<file path="config.mk">
export PLATFORM = sky130hd
export DESIGN_NAME = cebt_core
export DESIGN_NICKNAME = d
export VERILOG_FILES = /design/src/cebt_pkg.sv /design/src/cebt_core.sv
export SDC_FILE = /design/constraint.sdc
export NUM_CORES = 1
export LEC_CHECK = 0
export BUFFER_PORTS_ARGS = -buffer_cell sky130_fd_sc_hd__buf_4
export CORE_MARGIN = 2
export CORE_UTILIZATION = 35
export DETAILED_ROUTE_END_ITERATION = 10
export GPL_TIMING_DRIVEN = 1
export PLACE_DENSITY_LB_ADDON = 0.3
export SYNTH_ARGS = -nofsm -noshare
export SYNTH_HDL_FRONTEND = slang
export SYNTH_SLANG_ARGS = --single-unit
</file>
<file path="constraint.sdc">
create_clock -name I_REF_CLK -period 3.3 [get_ports I_REF_CLK]
set_input_delay 0.495 -clock I_REF_CLK [delete_from_list [all_inputs] [get_ports I_REF_CLK]]
set_output_delay 0.495 -clock I_REF_CLK [all_outputs]
set_load 0.02 [all_outputs]
</file>
<file path="src/cebt_pkg.sv">
// Constants, register layouts and types for the CAN error state and
// bit timing block.
// Assumes a 32-bit AXI4-Lite register bus and one 25 MHz clock.
`default_nettype none
package cebt_pkg;
    localparam logic [7:0] ERROR_STATE_OFS = 8'h18;
    localparam logic [7:0] BIT_TIMING_OFS = 8'h1c;
    localparam logic [7:0] IRQ_STATUS_OFS = 8'h20;
    localparam logic [7:0] IRQ_MASK_OFS = 8'h24;
    localparam logic [31:0] ERROR_STATE_RST = 32'h00000000;
    localparam logic [31:0] BIT_TIMING_RST = 32'h01230000;
    localparam logic [3:0] IRQ_RST = 4'h0;
    // Bit positions of the error state register fields.
    localparam int WARN_POS = 0;
    localparam int PASSIVE_POS = 1;
    localparam int BUS_OFF_POS = 2;
    localparam int LEC_POS = 4;
    localparam int TEC_POS = 16;
    localparam int REC_POS = 24;
    // Bit positions of the interrupt status and mask registers.
    localparam int IRQ_WARN_POS = 0;
    localparam int IRQ_PASSIVE_POS = 1;
    localparam int IRQ_BUS_OFF_POS = 2;
    localparam int IRQ_LEC_POS = 3;
    // Fault confinement figures.
    localparam logic [9:0] WARN_LIMIT = 10'h060;
    localparam logic [9:0] PASSIVE_LIMIT = 10'h07f;
    localparam logic [9:0] BUS_OFF_LIMIT = 10'h0ff;
    localparam logic [8:0] REC_CEILING = 9'h07f;
    localparam logic [7:0] REC_RELOAD = 8'h78;
    localparam logic [9:0] SMALL_STEP = 10'h001;
    localparam logic [9:0] LARGE_STEP = 10'h008;
    localparam logic [1:0] RESP_OKAY = 2'h0;
    localparam logic [1:0] RESP_SLVERR = 2'h2;

    typedef enum logic [2:0] {
        LEC_NONE = 3'h0,
        LEC_STUFF = 3'h1,
        LEC_FORM = 3'h2,
        LEC_ACK = 3'h3,
        LEC_RECESSIVE = 3'h4,
        LEC_DOMINANT = 3'h5,
        LEC_CRC = 3'h6,
        LEC_SOFTWARE = 3'h7
    } cebt_lec_e;

    typedef enum logic [1:0] {
        PH_SYNC = 2'h0,
        PH_SEG1 = 2'h1,
        PH_SEG2 = 2'h2
    } cebt_phase_e;

    typedef struct packed {
        logic silent_enable;
        logic loopback_enable;
        logic [3:0] rsvd_hi;
        logic [1:0] resync_jump_width;
        logic rsvd_mid;
        logic [2:0] segment_two_length;
        logic [3:0] segment_one_length;
        logic [5:0] rsvd_lo;
        logic [9:0] quantum_prescaler;
    } cebt_timing_s;

    // Fault events reported by the protocol engine, one-cycle pulses.
    typedef struct packed {
        logic tx_error;
        logic tx_ok;
        logic rx_error;
        logic rx_error_large;
        logic rx_ok;
        logic code_valid;
        logic [2:0] code;
    } cebt_event_s;
endpackage
`default_nettype wire

</file>
<file path="src/cebt_core.sv">
// CAN error state tracking, bit timing generator and their registers.
// Assumes a protocol engine that reports fault events as one-cycle pulses
// and an AXI4-Lite master on the same clock.
`default_nettype none
module cebt_core
    import cebt_pkg::*;
(
    input wire logic I_REF_CLK,
    input wire logic I_RESET_N,
    input wire logic I_INIT_MODE,
    input wire logic I_BUS_OFF_RECOVER,
    input wire cebt_event_s I_EVENT,
    input wire logic I_RX_EDGE,
    input wire logic [7:0] S_AXI_AWADDR,
    input wire logic S_AXI_AWVALID,
    output logic S_AXI_AWREADY,
    input wire logic [31:0] S_AXI_WDATA,
    input wire logic [3:0] S_AXI_WSTRB,
    input wire logic S_AXI_WVALID,
    output logic S_AXI_WREADY,
    output logic [1:0] S_AXI_BRESP,
    output logic S_AXI_BVALID,
    input wire logic S_AXI_BREADY,
    input wire logic [7:0] S_AXI_ARADDR,
    input wire logic S_AXI_ARVALID,
    output logic S_AXI_ARREADY,
    output logic [31:0] S_AXI_RDATA,
    output logic [1:0] S_AXI_RRESP,
    output logic S_AXI_RVALID,
    input wire logic S_AXI_RREADY,
    output logic O_TQ_TICK,
    output logic O_SAMPLE,
    output logic O_LOOPBACK,
    output logic O_SILENT,
    output logic O_BUS_OFF,
    output logic O_PASSIVE,
    output logic O_IRQ
);
    logic [8:0] tec;
    logic [7:0] rec;
    logic warning_flag;
    logic passive_flag;
    logic bus_off_flag;
    logic [2:0] last_error_code;
    cebt_timing_s timing;
    logic [3:0] irq_status;
    logic [3:0] irq_mask;
    logic [7:0] aw_addr;
    logic [31:0] w_data;
    logic [3:0] w_strb;
    logic aw_held;
    logic w_held;
    logic wr_go;
    logic [31:0] wr_mask;
    logic [9:0] next_tec;
    logic [8:0] next_rec;
    logic [7:0] next_rec_final;
    logic next_bus_off;
    logic next_warn;
    logic next_passive;
    logic [3:0] irq_set;
    logic [31:0] error_state_reg;
    logic [31:0] bit_timing_reg;

    assign wr_go = aw_held && w_held && !S_AXI_BVALID;
    assign wr_mask = {{8{w_strb[3]}}, {8{w_strb[2]}},
                      {8{w_strb[1]}}, {8{w_strb[0]}}};
    assign error_state_reg = {rec, tec[7:0], 9'h000, last_error_code,
                              1'b0, bus_off_flag, passive_flag,
                              warning_flag};
    assign bit_timing_reg = timing & 32'hc37f03ff;

    // Fault confinement arithmetic, one event of each direction per cycle.
    always_comb begin
        next_tec = {1'b0, tec};
        if (I_BUS_OFF_RECOVER) begin
            next_tec = 10'h000;
        end else if (!bus_off_flag) begin
            if (I_EVENT.tx_error) begin
                next_tec = next_tec + LARGE_STEP;
            end else if (I_EVENT.tx_ok && tec != 9'h000) begin
                next_tec = next_tec - SMALL_STEP;
            end
        end
        next_bus_off = !I_BUS_OFF_RECOVER &&
                       (bus_off_flag || next_tec > BUS_OFF_LIMIT);
        if (next_tec > BUS_OFF_LIMIT) begin
            next_tec = {1'b0, tec};
        end
        next_rec = {1'b0, rec};
        if (I_BUS_OFF_RECOVER) begin
            next_rec = 9'h000;
        end else if (!bus_off_flag) begin
            if (I_EVENT.rx_error) begin
                next_rec = next_rec + (I_EVENT.rx_error_large ?
                    LARGE_STEP[8:0] : SMALL_STEP[8:0]);
            end else if (I_EVENT.rx_ok && rec != 8'h00) begin
                next_rec = next_rec - SMALL_STEP[8:0];
            end
        end
        if (next_rec > REC_CEILING) begin
            next_rec_final = REC_RELOAD;
        end else begin
            next_rec_final = next_rec[7:0];
        end
        next_warn = next_tec >= WARN_LIMIT ||
                    {2'b00, next_rec_final} >= WARN_LIMIT;
        next_passive = next_tec >= PASSIVE_LIMIT ||
                       {2'b00, next_rec_final} >= PASSIVE_LIMIT;
    end

    // The flags are stored with the counters so they never lag them.
    always_ff @(posedge I_REF_CLK or negedge I_RESET_N) begin
        if (!I_RESET_N) begin
            tec <= ERROR_STATE_RST[TEC_POS +: 9];
            rec <= ERROR_STATE_RST[REC_POS +: 8];
            warning_flag <= ERROR_STATE_RST[WARN_POS];
            passive_flag <= ERROR_STATE_RST[PASSIVE_POS];
            bus_off_flag <= ERROR_STATE_RST[BUS_OFF_POS];
        end else begin
            tec <= next_tec[8:0];
            rec <= next_rec_final;
            warning_flag <= next_warn;
            passive_flag <= next_passive;
            bus_off_flag <= next_bus_off;
        end
    end

    // Hardware recording wins over a software write in the same cycle.
    always_ff @(posedge I_REF_CLK or negedge I_RESET_N) begin
        if (!I_RESET_N) begin
            last_error_code <= ERROR_STATE_RST[LEC_POS +: 3];
        end else if (I_EVENT.code_valid) begin
            last_error_code <= I_EVENT.code;
        end else if (wr_go && aw_held && aw_addr == ERROR_STATE_OFS &&
                     w_strb[0]) begin
            last_error_code <= w_data[LEC_POS +: 3];
        end
    end

    always_ff @(posedge I_REF_CLK or negedge I_RESET_N) begin
        if (!I_RESET_N) begin
            timing <= BIT_TIMING_RST;
        end else if (wr_go && aw_addr == BIT_TIMING_OFS && I_INIT_MODE) begin
            timing <= (timing & ~wr_mask) | (w_data & wr_mask);
        end
    end

    assign irq_set[IRQ_WARN_POS] = next_warn && !warning_flag;
    assign irq_set[IRQ_PASSIVE_POS] = next_passive && !passive_flag;
    assign irq_set[IRQ_BUS_OFF_POS] = next_bus_off && !bus_off_flag;
    assign irq_set[IRQ_LEC_POS] = I_EVENT.code_valid;

    // Sticky status, cleared by writing one; a new event wins the clear.
    always_ff @(posedge I_REF_CLK or negedge I_RESET_N) begin
        if (!I_RESET_N) begin
            irq_status <= IRQ_RST;
            irq_mask <= IRQ_RST;
            O_IRQ <= 1'b0;
        end else begin
            if (wr_go && aw_addr == IRQ_STATUS_OFS && w_strb[0]) begin
                irq_status <= (irq_status & ~w_data[3:0]) | irq_set;
            end else begin
                irq_status <= irq_status | irq_set;
            end
            if (wr_go && aw_addr == IRQ_MASK_OFS && w_strb[0]) begin
                irq_mask <= w_data[3:0];
            end
            O_IRQ <= |(irq_status & irq_mask);
        end
    end

    // Write channel: address and data are taken in either order.
    always_ff @(posedge I_REF_CLK or negedge I_RESET_N) begin
        if (!I_RESET_N) begin
            aw_held <= 1'b0;
            w_held <= 1'b0;
            aw_addr <= 8'h00;
            w_data <= 32'h00000000;
            w_strb <= 4'h0;
            S_AXI_BVALID <= 1'b0;
            S_AXI_BRESP <= RESP_OKAY;
        end else begin
            if (S_AXI_AWVALID && S_AXI_AWREADY) begin
                aw_held <= 1'b1;
                aw_addr <= S_AXI_AWADDR;
            end
            if (S_AXI_WVALID && S_AXI_WREADY) begin
                w_held <= 1'b1;
                w_data <= S_AXI_WDATA;
                w_strb <= S_AXI_WSTRB;
            end
            if (wr_go) begin
                aw_held <= 1'b0;
                w_held <= 1'b0;
                S_AXI_BVALID <= 1'b1;
                case (aw_addr)
                    ERROR_STATE_OFS, BIT_TIMING_OFS, IRQ_STATUS_OFS,
                    IRQ_MASK_OFS: S_AXI_BRESP <= RESP_OKAY;
                    default: S_AXI_BRESP <= RESP_SLVERR;
                endcase
            end else if (S_AXI_BREADY) begin
                S_AXI_BVALID <= 1'b0;
            end
        end
    end

    // Readies come from flops so that no path runs from a bus input to a
    // bus output; they track the held flags and the pending response.
    always_ff @(posedge I_REF_CLK or negedge I_RESET_N) begin
        if (!I_RESET_N) begin
            S_AXI_AWREADY <= 1'b1;
            S_AXI_WREADY <= 1'b1;
        end else if (wr_go) begin
            S_AXI_AWREADY <= 1'b0;
            S_AXI_WREADY <= 1'b0;
        end else if (S_AXI_BVALID && S_AXI_BREADY) begin
            S_AXI_AWREADY <= 1'b1;
            S_AXI_WREADY <= 1'b1;
        end else begin
            if (S_AXI_AWVALID && S_AXI_AWREADY) begin
                S_AXI_AWREADY <= 1'b0;
            end
            if (S_AXI_WVALID && S_AXI_WREADY) begin
                S_AXI_WREADY <= 1'b0;
            end
        end
    end

    always_ff @(posedge I_REF_CLK or negedge I_RESET_N) begin
        if (!I_RESET_N) begin
            S_AXI_RVALID <= 1'b0;
            S_AXI_RDATA <= 32'h00000000;
            S_AXI_RRESP <= RESP_OKAY;
        end else if (S_AXI_ARVALID && S_AXI_ARREADY) begin
            S_AXI_RVALID <= 1'b1;
            S_AXI_RRESP <= RESP_OKAY;
            case (S_AXI_ARADDR)
                ERROR_STATE_OFS: S_AXI_RDATA <= error_state_reg;
                BIT_TIMING_OFS: S_AXI_RDATA <= bit_timing_reg;
                IRQ_STATUS_OFS: S_AXI_RDATA <= {28'h0000000, irq_status};
                IRQ_MASK_OFS: S_AXI_RDATA <= {28'h0000000, irq_mask};
                default: begin
                    S_AXI_RDATA <= 32'h00000000;
                    S_AXI_RRESP <= RESP_SLVERR;
                end
            endcase
        end else if (S_AXI_RREADY) begin
            S_AXI_RVALID <= 1'b0;
        end
    end

    always_ff @(posedge I_REF_CLK or negedge I_RESET_N) begin
        if (!I_RESET_N) begin
            S_AXI_ARREADY <= 1'b1;
        end else if (S_AXI_ARVALID && S_AXI_ARREADY) begin
            S_AXI_ARREADY <= 1'b0;
        end else if (S_AXI_RVALID && S_AXI_RREADY) begin
            S_AXI_ARREADY <= 1'b1;
        end
    end

    // Bit timing: quantum divider, then sync, segment one and segment two.
    logic [9:0] presc_cnt;
    logic tq_tick;
    cebt_phase_e phase;
    logic [4:0] seg_cnt;
    logic [2:0] extend;
    logic [2:0] shrink;
    logic [4:0] seg1_len;
    logic [4:0] seg2_len;
    logic [2:0] jump_len;
    logic resynced;

    assign tq_tick = presc_cnt == timing.quantum_prescaler;
    assign seg1_len = {1'b0, timing.segment_one_length} + 5'h01;
    assign seg2_len = {2'b00, timing.segment_two_length} + 5'h01;
    assign jump_len = {1'b0, timing.resync_jump_width} + 3'h1;

    always_ff @(posedge I_REF_CLK or negedge I_RESET_N) begin
        if (!I_RESET_N) begin
            presc_cnt <= 10'h000;
        end else if (tq_tick || I_INIT_MODE) begin
            presc_cnt <= 10'h000;
        end else begin
            presc_cnt <= presc_cnt + 10'h001;
        end
    end

    always_ff @(posedge I_REF_CLK or negedge I_RESET_N) begin
        if (!I_RESET_N) begin
            phase <= PH_SYNC;
            seg_cnt <= 5'h00;
            extend <= 3'h0;
            shrink <= 3'h0;
            resynced <= 1'b0;
            O_SAMPLE <= 1'b0;
            O_TQ_TICK <= 1'b0;
        end else if (I_INIT_MODE) begin
            phase <= PH_SYNC;
            seg_cnt <= 5'h00;
            extend <= 3'h0;
            shrink <= 3'h0;
            resynced <= 1'b0;
            O_SAMPLE <= 1'b0;
            O_TQ_TICK <= 1'b0;
        end else begin
            O_TQ_TICK <= tq_tick;
            O_SAMPLE <= 1'b0;
            // One resynchronisation per bit, bounded by the jump width.
            if (I_RX_EDGE && !resynced && phase == PH_SEG1) begin
                resynced <= 1'b1;
                extend <= (seg_cnt + 5'h01 < {2'b00, jump_len}) ?
                    3'(seg_cnt + 5'h01) : jump_len;
            end
            if (I_RX_EDGE && !resynced && phase == PH_SEG2) begin
                resynced <= 1'b1;
                shrink <= (seg2_len - seg_cnt - 5'h01 < {2'b00, jump_len}) ?
                    3'(seg2_len - seg_cnt - 5'h01) : jump_len;
            end
            if (tq_tick) begin
                case (phase)
                    PH_SYNC: begin
                        phase <= PH_SEG1;
                        seg_cnt <= 5'h00;
                        extend <= 3'h0;
                        shrink <= 3'h0;
                        resynced <= 1'b0;
                    end
                    PH_SEG1: begin
                        if (seg_cnt + 5'h01 >= seg1_len + 5'(extend)) begin
                            phase <= PH_SEG2;
                            seg_cnt <= 5'h00;
                            O_SAMPLE <= 1'b1;
                        end else begin
                            seg_cnt <= seg_cnt + 5'h01;
                        end
                    end
                    PH_SEG2: begin
                        if (seg_cnt + 5'h01 + 5'(shrink) >= seg2_len) begin
                            phase <= PH_SYNC;
                            seg_cnt <= 5'h00;
                        end else begin
                            seg_cnt <= seg_cnt + 5'h01;
                        end
                    end
                    default: phase <= PH_SYNC;
                endcase
            end
        end
    end

    always_ff @(posedge I_REF_CLK or negedge I_RESET_N) begin
        if (!I_RESET_N) begin
            O_LOOPBACK <= 1'b0;
            O_SILENT <= 1'b0;
            O_BUS_OFF <= 1'b0;
            O_PASSIVE <= 1'b0;
        end else begin
            O_LOOPBACK <= timing.loopback_enable;
            O_SILENT <= timing.silent_enable;
            O_BUS_OFF <= bus_off_flag;
            O_PASSIVE <= passive_flag;
        end
    end

    a_warn_level: assert property (@(posedge I_REF_CLK)
        disable iff (!I_RESET_N)
        warning_flag == (tec >= 9'h060 || rec >= 8'h60))
        else $error("warning flag disagrees with counters");
    a_passive_level: assert property (@(posedge I_REF_CLK)
        disable iff (!I_RESET_N)
        passive_flag == (tec >= 9'h07f || rec >= 8'h7f))
        else $error("passive flag disagrees with counters");
    a_bus_off_entry: assert property (@(posedge I_REF_CLK)
        disable iff (!I_RESET_N)
        (I_EVENT.tx_error && !I_BUS_OFF_RECOVER && tec > 9'h0f7)
        |=> bus_off_flag ##1 (bus_off_flag || $past(I_BUS_OFF_RECOVER)))
        else $error("bus-off not entered above 255");
    a_lec_record: assert property (@(posedge I_REF_CLK)
        disable iff (!I_RESET_N)
        I_EVENT.code_valid |=> last_error_code == $past(I_EVENT.code))
        else $error("error code not recorded");
    a_rec_ceiling: assert property (@(posedge I_REF_CLK)
        disable iff (!I_RESET_N) rec <= 8'h7f)
        else $error("receive counter above 127");
    a_rec_step: assert property (@(posedge I_REF_CLK)
        disable iff (!I_RESET_N)
        (I_EVENT.rx_error && I_EVENT.rx_error_large && !bus_off_flag &&
         !I_BUS_OFF_RECOVER && rec < 8'h70) |=> rec == $past(rec) + 8'h08)
        else $error("receive counter did not add 8");
    a_tec_step: assert property (@(posedge I_REF_CLK)
        disable iff (!I_RESET_N)
        (I_EVENT.tx_ok && !I_EVENT.tx_error && !bus_off_flag &&
         !I_BUS_OFF_RECOVER && tec != 9'h000) |=> tec == $past(tec) - 9'h001)
        else $error("transmit counter did not drop by 1");
    a_timing_locked: assert property (@(posedge I_REF_CLK)
        disable iff (!I_RESET_N)
        !I_INIT_MODE |=> $stable(timing))
        else $error("bit timing changed outside init mode");
    a_irq_follows: assert property (@(posedge I_REF_CLK)
        disable iff (!I_RESET_N)
        (irq_set[IRQ_WARN_POS] && irq_mask[IRQ_WARN_POS] &&
         $stable(irq_mask)) |=> ##1 O_IRQ)
        else $error("enabled warning rise gave no interrupt");
    a_quantum_len: assert property (@(posedge I_REF_CLK)
        disable iff (!I_RESET_N || I_INIT_MODE)
        (tq_tick && timing.quantum_prescaler == 10'h002) |=>
        !tq_tick ##1 !tq_tick ##1 tq_tick)
        else $error("quantum length wrong");
endmodule
`default_nettype wire

</file>
== Word level (Yosys, flattened, before mapping) ==
Cells that the tools add are included.
W data, S select, Z words.
Operators by class
  add/subtract/negate cells: 13
  multiply operators: 0
  divide/modulo/power cells: 0
  order comparisons: 10
  equal/unequal tests: 13
  shift-type cells: 0
  mux-type cells: 64
  bitwise operators: 9
  reductions and logical operators: 53
Operators with widths (count)
  $pmux W32 S4: 1
  $and A32 B32 Y32: 2
  $mux W10: 6
  $mux W3: 12
  $mux W9: 4
  $eq A8 B5 Y1 const B: 4
  $eq A8 B6 Y1 const B: 4
  $not A32 Y32: 1
  $or A32 B32 Y32: 1
  $mux W1: 26
  $logic_and A1 B1 Y1: 25
  $ge A10 B7 Y1 const B: 2
  $mux W5: 4
  $ge A8 B7 Y1 const B: 2
  $pmux W5 S3: 1
  $reduce_bool A2 Y1: 7
  $mux W2: 6
  $reduce_or A4 Y1: 3
  $add A10 B1 Y10 const B: 1
  $add A5 B3 Y5: 2
  $add A9 B4 Y10 const B: 1
  $eq A10 B10 Y1: 1
  $gt A10 B8 Y1 const B: 1
  $lt A5 B3 Y1: 2
  other kinds (30): 43
Word-level totals
  bits in registers: 181
  latch bits: 0
  bits in writable memories: 0
  memory bits (read-only): 0
  bits of input ports: 71
  output and inout port bits: 48
  logic and storage cells: 205
  memories: 0

== Depth between registers and ports, before layout ==
  word-level depth: 13
  mapped depth: 13
  depth with buffers taken out: 13

== Least setup slack after synthesis ==
No wires, ideal clock.
  path type: input -> register
  from: input port I_EVENT[8] (netlist name)
  to: register irq_status[0]
  library setup time: 121 ps
  arrival time: 2948 ps
  required time: 3179 ps
  path slack: 231 ps
  cell stages on the path: 9
  path buffers: 1
  cell sequence: clkbuf_1 and4_1 a22oi_1 nor2_1 a2111oi_0 mux2_2 o31a_1 or4_4 a22o_1
On the way
  cells in the longest elaborated chain, start to end: 10
  elaborated cells between the ends (all ways): 11
  classes of those cells: 2 x order compare; 5 x mux; 2 x bitwise; 2 x reduce/logical
RTL lines
  start: declaration: line cebt_core.sv:12  | input wire cebt_event_s I_EVENT,
  $mux W10 (*): line cebt_core.sv:79  | if (I_EVENT.tx_error) begin
  $mux W10 (*): line cebt_core.sv:78  | end else if (!bus_off_flag) begin
  $mux W10 (*): line cebt_core.sv:76  | if (I_BUS_OFF_RECOVER) begin
  $gt A10 B8 Y1: line cebt_core.sv:87  | if (next_tec > BUS_OFF_LIMIT) begin
  $mux W10 (*): line cebt_core.sv:87
  named net next_tec[6]: line cebt_core.sv:55  | logic [9:0] next_tec;
  $ge A10 B7 Y1 (*): line cebt_core.sv:106  | next_warn = next_tec >= WARN_LIMIT ||
  $logic_or A1 B1 Y1 (*): line cebt_core.sv:106
  named net next_warn: line cebt_core.sv:59  | logic next_warn;
  $logic_and A1 B1 Y1 (*): line cebt_core.sv:149  | assign irq_set[IRQ_WARN_POS] = next_warn && !warning_flag;
  $or A4 B4 Y4 (on tied branches): line cebt_core.sv:164, cebt_core.sv:162
  $mux W4 (*): line cebt_core.sv:161  | if (wr_go && aw_addr == IRQ_STATUS_OFS && w_strb[0]) begin
  end signal: assignment: line cebt_core.sv:162  | irq_status <= (irq_status & ~w_data[3:0]) | irq_set;
  end signal: assignment: line cebt_core.sv:164  | irq_status <= irq_status | irq_set;
  end: declaration: line cebt_core.sv:46  | logic [3:0] irq_status;
The timed path passes the listed nets; every way through them passes the cells marked *.
A chain may end at the register's enable or synchronous reset.

== Worst setup path after layout ==
  from: register tec[7]
  to: register irq_status[1]
On the way
  cells in the longest elaborated chain, start to end: 13
  elaborated cells between the ends (all ways): 16
  classes of those cells: 2 x add/sub; 2 x order compare; 6 x mux; 2 x bitwise; 4 x reduce/logical
RTL lines
  start: declaration: line cebt_core.sv:39  | logic [8:0] tec;
  start signal: assignment: line cebt_core.sv:115  | tec <= ERROR_STATE_RST[TEC_POS +: 9];
  start signal: assignment: line cebt_core.sv:121  | tec <= next_tec[8:0];
  parallel branches: the longest is 7 deep, another holds $sub A9 B1 Y10
  $mux W10 (*): line cebt_core.sv:87
  $ge A10 B7 Y1 (*): line cebt_core.sv:108  | next_passive = next_tec >= PASSIVE_LIMIT ||
  $logic_or A1 B1 Y1 (*): line cebt_core.sv:108
  $logic_and A1 B1 Y1 (*): line cebt_core.sv:150  | assign irq_set[IRQ_PASSIVE_POS] = next_passive && !passive_flag;
  $or A4 B4 Y4 (on tied branches): line cebt_core.sv:164, cebt_core.sv:162
  $mux W4 (*): line cebt_core.sv:161
Mark *: on every way between the ends.

==> impl_metrics.env <==
export IMPL_max_slew_margin=0.531
export IMPL_clk_latency_ps=430
export IMPL_tightest_slew_ps=697
export IMPL_start_kind="flop"
export IMPL_finalClockSkew_ps=14.2
export IMPL_n_antenna_cell=0
export IMPL_synth_simple_gate_area_share=0.143
export IMPL_htreeDepth=4
export IMPL_synth_cell_types=75
export IMPL_cpMaxStageDelayCell="or4b_1"
export IMPL_stdcell_area_um2=9770
export IMPL_cpLargestDelayFamily="simple AND/OR/NAND/NOR gates"
export IMPL_seq_area_frac_synth=0.474
export IMPL_hold_ws_ps=14.0
export IMPL_r2r_slack_ps=130
export IMPL_drt_iter0_drc=280
export IMPL_power_leakage_nw=4.45
export IMPL_grt_pass1_wl_mm=32.3
export IMPL_io_pins=119
export IMPL_async_reset_ff_frac=1.00
export IMPL_syn_area_per_cell_um2=10.4
export IMPL_reg2reg_depth=9
export IMPL_rows=55
export IMPL_yosysTopAreaCell="dfrtp_1"
export IMPL_path_class="flop to flop"
export IMPL_synthTopCellsByArea="dfrtp_1 (45%), mux2_2 (8.6%), ha_1 (6.4%)"
export IMPL_final_cell_mix="dfrtp_1 (143), buf_4 (121), nand2_1 (73)"
export IMPL_gp_congestion=0.870
export IMPL_route_detailed_drc=0
export IMPL_synth_top_family_by_area="simple AND/OR/NAND/NOR gates"
export IMPL_clk_pin_slew_ps=80
export IMPL_wl_per_cell_um=16.6
export IMPL_die_w_um=155
export IMPL_postPlaceCellArea_um2=9130
export IMPL_status="finished, final reports clean"
export IMPL_ir_worst_vdd_uv=355
export IMPL_n_fill_cell=2127
export IMPL_layout_drive_gt1_share=0.269
export IMPL_die_h_um=155
export IMPL_layout_commonest_cell="dfrtp_1"
export IMPL_ant_nets=0
export IMPL_rr_endpoint="irq_status[1]"
export IMPL_track_usage=0.171
export IMPL_grt_max_degree=60
export IMPL_antenna_found_initial=0
export IMPL_num_vias=6038
export IMPL_synth_top_flop_cell="dfrtp_1"
export IMPL_first_pass_iters=4
export IMPL_syn_instance_count=766
export IMPL_grt_pass1_vias=6138
export IMPL_end_kind="flop"
export IMPL_fin_crit_ps=3170
export IMPL_synthToLayoutAreaGrowth_pct=22.2
export IMPL_fmax_ghz=0.315
export IMPL_synth_top_area_share=0.451
export IMPL_rsz0062_at_grt="true"
export IMPL_cts_sink_count=151
export IMPL_port_buffers=99
export IMPL_synth_xor_area_frac=0.0427
export IMPL_tns_ps=0
export IMPL_synth_edf_count=0
export IMPL_r2r_start="tec[7]"
export IMPL_place_hpwl_mm=14.6
export IMPL_vias_per_cell=5.11
export IMPL_cts_root_buf="clkbuf_16"
export IMPL_startpoint="tec[7]"
export IMPL_cts_buffer_depth=2
export IMPL_ys_ff_latch=151
export IMPL_crit_arrival_ps=3510
export IMPL_cap_violations=0
export IMPL_slew_viol_final=0
export IMPL_die_area_um2=24100
export IMPL_finalHoldViolations=0
export IMPL_crit_chain="nor4_4 > and4_2 > a211oi_4 > buf_4 > a22o_2 > or3_1 > a211o_1 > or4b_1 > o221ai_1"
export IMPL_fp_coreArea_um2=22500
export IMPL_hold_class="primary input to asynchronous set/reset pin"
export IMPL_cp_max_fo=9
export IMPL_setup_viol=0
export IMPL_netlist_area_um2=7990
export IMPL_synth_compound_area_frac=0.130
export IMPL_nets=998
export IMPL_crit_buf_inv=1
export IMPL_power_density_nw_per_um2=637
export IMPL_cpPeakStageDelay_ps=530
export IMPL_cp_required_ps=3640
export IMPL_finalCritPeriodShare=0.961
export IMPL_synth_warnings=0
export IMPL_routed_wl_mm=19.6
export IMPL_numCtsBuffers=17
export IMPL_synthAdderAreaFrac=0.0717
export IMPL_grt_ovfl_total=0
export IMPL_synthMuxAreaShare=0.0959
export IMPL_cts_tree="yes"
export IMPL_initial_core_util=0.355
export IMPL_hold_buffers=0
power by group:
part | internal (W) | switching, W | leakage [nW]
sequential | 0.00224 | 0.000319 | 1.96
combinational | 0.000832 | 0.000918 | 2.21
clock | 0.00101 | 0.000903 | 0.281
kinds of logic after synthesis:
group	count (synthesis)
XOR/XNOR	39
flip-flops	151
AND/OR/NAND/NOR	225
adder cells (fa/ha/maj)	44
other	1
AO/OA/AOI/OAI	159
buffers and inverters	78
multiplexers	69
routing by layer:
metal,track usage,vias to the layer above,routed length (um)
li1,-,2948,-
met1,0.232,2978,9300
met3,0.0384,15,766
met5,0,-,0
met2,0.276,97,9360
met4,0.0441,0,201
cells in the mapped netlist (16+ instances only):
cell type / count
dfrtp_1: 144
nand2_1: 73
mux2_2: 61
nor2_1: 58
o21ai_0: 51
inv_1: 44
ha_1: 41
a21oi_1: 28
xnor2_1: 23
clkbuf_1: 21
a22oi_1: 17
xor2_1: 16
repair_timing:
action                     in CTS  in global routing
buffers inserted                0                  4
gates resized for setup         0                  7
setup endpoints to repair       0                  1
worst max path at each step:
stage                               end  slack, ps  cells past startpoint
after floorplan           irq_status[0]        230                      9
after global placement    irq_status[0]         80                      8
after detailed placement  irq_status[0]          4                      8
after CTS                 irq_status[0]          3                      8
after global routing      irq_status[1]        -20                      9
final                     irq_status[1]        130                      9
worst reg2reg max path: stages (launching register included):
cell and delay, ps:
dfrtp_1 490, nor4_4 410, and4_2 330, a211oi_4 60, buf_4 160, a22o_2 280, or3_1 370, a211o_1 290
or4b_1 530, o221ai_1 170
per-stage QoR:
stage / setup WS [ps] / util / instances / power [W]
3_3_place_gp: 79.4 / 0.406 / 1145 / 0.00427
4_1_cts: 2.82 / 0.432 / 1177 / 0.00624
5_1_grt: -18.3 / 0.434 / 1181 / 0.00663
2_1_floorplan: 231 / - / 774 / 0.00371
3_5_place_dp: 4.19 / 0.406 / 1145 / 0.00429
6_report: 129 / 0.434 / 1181 / 0.00622
final cells by class:
| type | count | area (um2) | share of cell area |
|---|---|---|---|
| flip-flops and latches | 151 | 3790 | 0.388 |
| clock buffers | 17 | 425 | 0.0436 |
| inverters | 45 | 169 | 0.0173 |
| repair buffers | 123 | 940 | 0.0962 |
| multi-input cells | 545 | 3930 | 0.402 |
| well taps | 285 | 357 | 0.0365 |
| clock inverters | 15 | 158 | 0.0161 |
Power figures use the tool's default switching activity.
